File: config.mk
export PLATFORM = sky130hd
export DESIGN_NAME = rbw_relay_ctrl
export DESIGN_NICKNAME = d
export VERILOG_FILES = /design/src/include/rbw_pkg.sv /design/src/rbw_relay_ctrl.sv
export SDC_FILE = /design/constraint.sdc
export NUM_CORES = 1
export LEC_CHECK = 0
export BUFFER_PORTS_ARGS = -buffer_cell sky130_fd_sc_hd__buf_2
export CELL_PAD_IN_SITES_DETAIL_PLACEMENT = 1
export CELL_PAD_IN_SITES_GLOBAL_PLACEMENT = 2
export CORE_MARGIN = 4
export CORE_UTILIZATION = 40
export CTS_CLUSTER_SIZE = 8
export DETAILED_ROUTE_END_ITERATION = 7
export PLACE_DENSITY_LB_ADDON = 0.1
export SETUP_SLACK_MARGIN = 0.5
export SLEW_MARGIN = 10
export SYNTH_ARGS = -nofsm -noshare
export SYNTH_HDL_FRONTEND = slang
export SYNTH_SLANG_ARGS = --single-unit
File: constraint.sdc
create_clock -name clk_in -period 2.9 [get_ports clk_in]
set_input_delay 0.29 -clock clk_in [delete_from_list [all_inputs] [get_ports clk_in]]
set_output_delay 0.29 -clock clk_in [all_outputs]
set_load 0.005 [all_outputs]
File: src/include/rbw_pkg.sv
// Constants and state encodings for the relay board output controller.
// Assumes a single 100 MHz system clock shared by every user of this package.
package rbw_pkg;

	localparam int unsigned CLK_HZ         = 100_000_000;
	localparam int unsigned WDOG_TIMEOUT_S = 30;
	localparam logic [63:0] WDOG_CYCLES_64 = 64'(WDOG_TIMEOUT_S) * 64'(CLK_HZ);
	localparam logic [31:0] WDOG_CYCLES    = WDOG_CYCLES_64[31:0];

	// Bit positions of the command byte and of the read-back status byte.
	localparam int unsigned BIT_WHEEL_HEAT = 0;
	localparam int unsigned BIT_BENCH_HEAT = 1;
	localparam int unsigned BIT_SAMPLE_CAL = 2;
	localparam int unsigned BIT_ZERO_SPAN  = 3;
	localparam int unsigned BIT_SHUTOFF    = 4;
	localparam int unsigned BIT_IR_SOURCE  = 5;
	localparam int unsigned BIT_WDOG_IND   = 6;
	localparam int unsigned BIT_TRIPPED    = 7;

	localparam logic [7:0] FORCE_OFF_MASK = 8'h3f;
	localparam logic [7:0] STARTUP_OUT    = 8'h00;
	localparam logic [7:0] RESET_CMD      = 8'h00;
	localparam logic [6:0] I2C_ADDR_DEF   = 7'h20;

	// Line voltage strap codes.
	localparam logic [1:0] LV_100 = 2'h0;
	localparam logic [1:0] LV_115 = 2'h1;
	localparam logic [1:0] LV_230 = 2'h2;

	typedef enum logic [2:0] {
		ST_IDLE     = 3'b000,
		ST_ADDR     = 3'b001,
		ST_ADDR_CHK = 3'b010,
		ST_ACK      = 3'b011,
		ST_WRITE    = 3'b100,
		ST_WR_CHK   = 3'b101,
		ST_READ     = 3'b110,
		ST_RD_MACK  = 3'b111
	} rbw_state_e;

endpackage

File: src/rbw_relay_ctrl.sv
// Relay board output controller: I2C command slave, switch outputs, indicators and bus watchdog.
// Assumes SCL and SDA arrive from pins (open-drain wired outside) and one 100 MHz clock.
//
// How it works
// - Decode I2C writes into switch and relay outputs.
// - Wheel heater on/off; bench element chosen by voltage.
// - Each valve switch driven by host command, forced off on watchdog trip.
// - IR source on only when commanded on and not tripped.
// - Indicator steady 30 s forces valves, heaters, source off.
// - Wheel motor keeps running through a watchdog shutdown.
// - Heater and source indicators follow outputs; spare dark.
// - Valve indicators follow the valve outputs.
// - Predefined outputs held until first host command.
module rbw_relay_ctrl
	import rbw_pkg::*;
#(
	parameter logic [6:0]  I2C_ADDR   = I2C_ADDR_DEF,
	parameter logic [31:0] WDOG_LIMIT = WDOG_CYCLES
) (
	// Clock and reset
	input  wire logic       clk_in,
	input  wire logic       reset_in,
	// I2C pins
	input  wire logic       scl_in,
	input  wire logic       sda_in,
	output logic            sda_out,
	output logic            sda_oe_n_out,
	// Configuration straps and switches
	input  wire logic [1:0] line_volt_sel_in,
	input  wire logic       motor_stop_sw_in,
	// Switch outputs
	output logic            wheel_heat_out,
	output logic            my_heat_lo_out,
	output logic            my_heat_hi_out,
	output logic            sample_cal_valve_out,
	output logic            zero_span_valve_out,
	output logic            shutoff_valve_out,
	output logic            ir_source_out,
	output logic            wheel_motor_out,
	output logic            wdog_tripped_out,
	// Status indicators
	output logic            watchdog_indicator_out,
	output logic            wheel_heat_indicator_out,
	output logic            my_heat_indicator_out,
	output logic            spare_indicator_out,
	output logic            sample_cal_valve_indicator_out,
	output logic            zero_span_valve_indicator_out,
	output logic            shutoff_valve_indicator_out,
	output logic            ir_source_indicator_out
);

	typedef struct packed {
		logic        scl_s1, scl_s2, scl_d;
		logic        sda_s1, sda_s2, sda_d;
		logic [1:0]  lv_s1, lv_s2;
		logic        ms_s1, ms_s2;
		rbw_state_e  st;
		logic [2:0]  cnt;
		logic [7:0]  shreg;
		logic        rw;
		logic        oe_n;
		logic [7:0]  cmd;
		logic [7:0]  eff;
		logic        host_ctrl;
		logic        wd_last;
		logic [31:0] wd_cnt;
		logic        tripped;
		logic        my_lo, my_hi, motor;
	} rbw_state_s;

	rbw_state_s r_r, r_nxt;

	logic scl_rise, scl_fall, i2c_start, i2c_stop, wd_toggle, wd_expire, cmd_wr;

	assign scl_rise  = r_r.scl_s2 & ~r_r.scl_d;
	assign scl_fall  = ~r_r.scl_s2 & r_r.scl_d;
	assign i2c_start = r_r.scl_s2 & r_r.scl_d & r_r.sda_d & ~r_r.sda_s2;
	assign i2c_stop  = r_r.scl_s2 & r_r.scl_d & ~r_r.sda_d & r_r.sda_s2;
	assign wd_toggle = r_r.cmd[BIT_WDOG_IND] ^ r_r.wd_last;
	assign wd_expire = ~wd_toggle & (r_r.wd_cnt == WDOG_LIMIT - 32'h0000_0001);
	assign cmd_wr    = (r_r.st == ST_WR_CHK) & scl_fall;

	////////////////////////////////////////////////////////////////////////////////
	always_comb begin
		r_nxt        = r_r;
		r_nxt.scl_s1 = scl_in;
		r_nxt.scl_s2 = r_r.scl_s1;
		r_nxt.scl_d  = r_r.scl_s2;
		r_nxt.sda_s1 = sda_in;
		r_nxt.sda_s2 = r_r.sda_s1;
		r_nxt.sda_d  = r_r.sda_s2;
		r_nxt.lv_s1  = line_volt_sel_in;
		r_nxt.lv_s2  = r_r.lv_s1;
		r_nxt.ms_s1  = motor_stop_sw_in;
		r_nxt.ms_s2  = r_r.ms_s1;
		r_nxt.wd_last = r_r.cmd[BIT_WDOG_IND];

		// Byte engine: sample on SCL rise, change SDA on SCL fall.
		unique case (r_r.st)
			ST_IDLE: begin
			end
			ST_ADDR, ST_WRITE: begin
				if (scl_rise) begin
					r_nxt.shreg = {r_r.shreg[6:0], r_r.sda_s2};
					r_nxt.cnt   = r_r.cnt + 3'h1;
					if (r_r.cnt == 3'h7) begin
						r_nxt.st = (r_r.st == ST_ADDR) ? ST_ADDR_CHK : ST_WR_CHK;
					end
				end
			end
			ST_ADDR_CHK: begin
				if (scl_fall) begin
					if (r_r.shreg[7:1] == I2C_ADDR) begin
						r_nxt.oe_n = 1'b0;
						r_nxt.rw   = r_r.shreg[0];
						r_nxt.st   = ST_ACK;
					end else begin
						r_nxt.st = ST_IDLE;
					end
				end
			end
			ST_WR_CHK: begin
				if (scl_fall) begin
					r_nxt.cmd       = r_r.shreg;
					r_nxt.host_ctrl = 1'b1;
					r_nxt.oe_n      = 1'b0;
					r_nxt.st        = ST_ACK;
				end
			end
			ST_ACK: begin
				if (scl_fall) begin
					r_nxt.cnt = 3'h0;
					if (r_r.rw) begin
						r_nxt.shreg = {r_r.tripped, r_r.eff[6:0]};
						r_nxt.oe_n  = r_r.tripped;
						r_nxt.st    = ST_READ;
					end else begin
						r_nxt.oe_n = 1'b1;
						r_nxt.st   = ST_WRITE;
					end
				end
			end
			ST_READ: begin
				if (scl_rise) begin
					r_nxt.cnt = r_r.cnt + 3'h1;
					if (r_r.cnt == 3'h7) begin
						r_nxt.st = ST_RD_MACK;
					end
				end else if (scl_fall) begin
					r_nxt.shreg = {r_r.shreg[6:0], 1'b1};
					r_nxt.oe_n  = r_r.shreg[6];
				end
			end
			ST_RD_MACK: begin
				if (scl_fall) begin
					r_nxt.oe_n = 1'b1;
				end else if (scl_rise) begin
					r_nxt.st = r_r.sda_s2 ? ST_IDLE : ST_ACK;
				end
			end
		endcase
		if (i2c_start) begin
			r_nxt.st   = ST_ADDR;
			r_nxt.cnt  = 3'h0;
			r_nxt.oe_n = 1'b1;
		end else if (i2c_stop) begin
			r_nxt.st   = ST_IDLE;
			r_nxt.oe_n = 1'b1;
		end

		// A fresh command clears the trip flag, but a trip in the same cycle wins.
		if (cmd_wr) begin
			r_nxt.tripped = 1'b0;
		end
		if (wd_toggle) begin
			r_nxt.wd_cnt = 32'h0000_0000;
		end else if (wd_expire) begin
			r_nxt.wd_cnt  = 32'h0000_0000;
			r_nxt.tripped = 1'b1;
			r_nxt.cmd     = r_nxt.cmd & ~FORCE_OFF_MASK;
		end else begin
			r_nxt.wd_cnt = r_r.wd_cnt + 32'h0000_0001;
		end

		r_nxt.eff = r_nxt.host_ctrl ? r_nxt.cmd : STARTUP_OUT;
		if (wd_expire) begin
			r_nxt.eff = r_nxt.eff & ~FORCE_OFF_MASK;
		end
		// The element switch never enables both elements at once.
		r_nxt.my_hi = r_nxt.eff[BIT_BENCH_HEAT] & (r_r.lv_s2 == LV_230);
		r_nxt.my_lo = r_nxt.eff[BIT_BENCH_HEAT] & (r_r.lv_s2 != LV_230);
		r_nxt.motor    = ~r_r.ms_s2;
	end

	always_ff @(posedge clk_in) begin
		if (reset_in) begin
			r_r           <= '0;
			r_r.scl_s1    <= 1'b1;
			r_r.scl_s2    <= 1'b1;
			r_r.scl_d     <= 1'b1;
			r_r.sda_s1    <= 1'b1;
			r_r.sda_s2    <= 1'b1;
			r_r.sda_d     <= 1'b1;
			r_r.st        <= ST_IDLE;
			r_r.oe_n      <= 1'b1;
			r_r.cmd       <= RESET_CMD;
			r_r.eff       <= STARTUP_OUT;
			r_r.motor     <= 1'b1;
		end else begin
			r_r <= r_nxt;
		end
	end

	////////////////////////////////////////////////////////////////////////////////
	assign sda_out                        = 1'b0;
	assign sda_oe_n_out                   = r_r.oe_n;
	assign wheel_heat_out                 = r_r.eff[BIT_WHEEL_HEAT];
	assign my_heat_lo_out              = r_r.my_lo;
	assign my_heat_hi_out              = r_r.my_hi;
	assign sample_cal_valve_out           = r_r.eff[BIT_SAMPLE_CAL];
	assign zero_span_valve_out            = r_r.eff[BIT_ZERO_SPAN];
	assign shutoff_valve_out              = r_r.eff[BIT_SHUTOFF];
	assign ir_source_out                  = r_r.eff[BIT_IR_SOURCE];
	assign wheel_motor_out                = r_r.motor;
	assign wdog_tripped_out               = r_r.tripped;
	assign watchdog_indicator_out         = r_r.eff[BIT_WDOG_IND];
	assign wheel_heat_indicator_out       = r_r.eff[BIT_WHEEL_HEAT];
	assign my_heat_indicator_out       = r_r.eff[BIT_BENCH_HEAT];
	assign spare_indicator_out            = r_r.rw & 1'b0;
	assign sample_cal_valve_indicator_out = r_r.eff[BIT_SAMPLE_CAL];
	assign zero_span_valve_indicator_out  = r_r.eff[BIT_ZERO_SPAN];
	assign shutoff_valve_indicator_out    = r_r.eff[BIT_SHUTOFF];
	assign ir_source_indicator_out        = r_r.eff[BIT_IR_SOURCE];
endmodule

==> summary.txt <==
Timing
  – Pins Over Slew Limit: 0
  – Final Skew: 11.9 ps
  – Final Cycle Share: 77.5%
  – Peak Freq: 445 MHz
  – Setup Viol. Count Final: 0
  – Slew @ Worst Pin: 684 ps
  – Final Hold Viols: 0
  – Setup TNS: 0 ps
  – RSZ-0062 raised after global routing: false
  – Clock period minus worst slack: 2250 ps
  – Headroom to the max-slew limit: 54.1%

Clock network
  – Max clock buf depth: 2
  – Cts hold-fix bufs: 0
  – TritonCTS clock tree: done
  – H-tree level count: 3
  – CTS Sinks: 80
  – Clk Latency, worst-skew pair: 340 ps
  – Post_cts resized: 0
  – Post CTS Setup Buffer Count: 0
  – Clock slew at reported path FFs: 90 ps
  – Number of CTS-inserted buffers: 9
  – CTS Root Cell: clkbuf_8

Power
  – PwrDens: 556 nW/um^2
  – Peak VDD IR: 263 uV
  – Leakage power: 1.55 nW

Die
  – I/O Pins: 26
  – Initial Util: 41.7%
  – Die Ht: 101 microns
  – Die area: 10200 sq um
  – CORE AREA: 8300 sq um
  – Row Count: 33
  – Die Wd: 101 microns

Cells and area
  – Fillers: 983
  – Commonest non-fill, non-tap cell in the layout: dfxtp_1
  – Final #Nets: 411
  – Most frequent cells in the layout: dfxtp_1, nor2_1, nand2_1
  – ANT cells: 0
  – Layout overhead on the synthesized area: 11.5%
  – Share of cells above drive strength 1: 16.0%
  – Post-route core utilization: 46.5%

Drt
  – Top layer in use: met4
  – Initial drt markers: 27
  – DR WL met3: 160 microns
  – Vias/cell: 5.08
  – DR vias: 2598
  – DR WL met2: 3460 microns
  – Post-Route WL: 7330 microns
  – Final ANT Viol Nets: 0
  – Post-Route M1 WL: 3670 microns
  – DRC viols: 0
  – Wire length per cell: 14.3 microns
  – First drt pass iteration count: 4

Worst setup path
  – Crit path largest cell delay: 540 ps
  – Kind of critical path: register to register
  – Critical Path Slowest Stage Cell: or4b_1
  – Crit path launch type: register
  – CP arrival: 2460 ps
  – Critical path capture point type: register
  – Required @ worst endpoint: 3120 ps
  – Worst path top cell family by delay: simple AND/OR/NAND/NOR gates
  – Worst path bufs/invs: 1
  – Worst-path maximum fanout: 32
  – Crit-path cells: or4b_1 -> nor4_2 -> a31o_4 -> or2_1 -> buf_4 -> nor2_1

Synthesis
  – Post-synth ARST share: 0%
  – Mean Syn Cell Area: 9.01 sq um
  – #FFs+latches synth: 80
  – Ys Warns: 0
  – Yosys cell types: 51
  – Number of synthesized flops with an enable pin: 0
  – Sequential area share after synthesis: 46.3%
  – Post-synthesis cell area: 3460 sq um
  – Cells after Synth: 384
  – Ys flop type: dfxtp_1

Global routing
  – Initial antenna violation count: 0
  – Grt ovf: 0
  – First-pass GRT wire length: 12700 microns
  – GRT Util Overall: 15.6%
  – Vias in the first global route: 2662
  – Pin count of the biggest net entering global routing: 33

Status
  – Status: finished clean

Placed design
  – Routability cong.: 0.750
  – Buffers on Ports: 23
  – HPWL Detailed: 5190 microns

Flow run
  – Max Cap Violations: 0

Worst hold path
  – Hold Path Class: primary input to register
## routing by layer
metal	up-vias	global-route usage, %
met1	1235	20.1
met3	2	4.15
met5	-	0
met4	0	4.60
met2	19	25.5
li1	1342	-
## metrics by stage
stage | power, W | hold slack [ps] | instances | area [sq um] | setup WS [ps]
detailed placement | 0.00121 | 369 | 495 | 3610 | 614
global route | 0.00224 | 99.6 | 511 | 3860 | 506
floorplan | 0.00120 | 356 | 385 | 3460 | 1060
CTS | 0.00218 | 102 | 511 | 3840 | 591
finish | 0.00214 | 121 | 511 | 3860 | 653
global placement | 0.00121 | 361 | 495 | 3610 | 654
## power by group
part	switching, W	internal [W]
logic	0.0000343	0.0000239
registers	0.0000137	0.00111
clock network	0.000421	0.000540
## final timing paths
| check | endpoint | slack, ps | depth (start not counted) | startpoint |
|---|---|---|---|---|
| worst max-delay path | r_r[6] | 650 | 6 | r_r[21] |
| worst min-delay path | r_nxt[80] | 120 | 2 | scl_in |
| worst max register to register | r_r[6] | 650 | 6 | r_r[21] |
| worst min register to register | wheel_motor_out | 380 | 1 | r_r[70] |
## registers in the layout, summed over array words and instances, names as in the netlist
signal	count
shutoff_valve_indicator_out	1
my_heat_hi_out	1
sda_oe_n_out	1
watchdog_indicator_out	1
wdog_tripped_out	1
wheel_heat_indicator_out	1
ir_source_indicator_out	1
wheel_motor_out	1
r_nxt	8
sample_cal_valve_indicator_out	1
my_heat_lo_out	1
my_heat_indicator_out	1
r_r	60
zero_span_valve_indicator_out	1
## Yosys cell counts, drive strengths merged (2+ instances only)
master | instances | area [sq um]
o21bai | 2 | 15.0
a21oi | 21 | 105
nand3b | 3 | 22.5
nand4 | 13 | 81.3
a21o | 3 | 22.5
nand2 | 36 | 135
a22oi | 2 | 15.0
and3 | 4 | 25.0
mux2 | 7 | 78.8
xnor2 | 4 | 35.0
nand2b | 2 | 12.5
and4 | 2 | 17.5
nor4 | 3 | 25.0
dfxtp | 80 | 1600
inv | 5 | 18.8
and3b | 2 | 17.5
o311ai | 2 | 17.5
o31ai | 2 | 15.0
nor3 | 6 | 35.0
mux2i | 11 | 110
nor2b | 12 | 75.1
ha | 3 | 37.5
or4 | 3 | 22.5
nand3 | 21 | 105
nor3b | 4 | 30.0
and2 | 3 | 18.8
buf | 13 | 104
or2 | 10 | 62.6
o21ai | 3 | 15.0
xor2 | 28 | 245
nor2 | 51 | 191
clkbuf | 10 | 38.8
## final cells by class
cell class,count,area [sq um],area share (%)
multi-input combinational,277,1720,44.5
sequential,80,1600,41.5
clock buffer,11,151,3.92
clock inverter,5,86.3,2.24
tap,105,131,3.41
timing repair buffer,28,153,3.96
inverter,5,18.8,0.487
## worst reg2reg max path: cells and delay by family, from the launching register on
family | cells | cell delay (ps)
AOI/OAI and AO/OA | 1 | 290
buffers and inverters | 1 | 310
DFF | 1 | 350
and+or+nand+nor | 4 | 1170
## logic make-up after synthesis
| kind of cell | count (synthesis) | synth area share, % |
|---|---|---|
| flops | 80 | 46.3 |
| xor+xnor | 32 | 8.10 |
| other cells | 1 | 0.108 |
| simple gates | 178 | 26.2 |
| mux | 18 | 5.46 |
| buf+inv | 28 | 4.66 |
| fa+ha+maj | 4 | 1.37 |
| compound gates | 43 | 7.81 |
No activity file was read; power rests on OpenSTA's default activity.
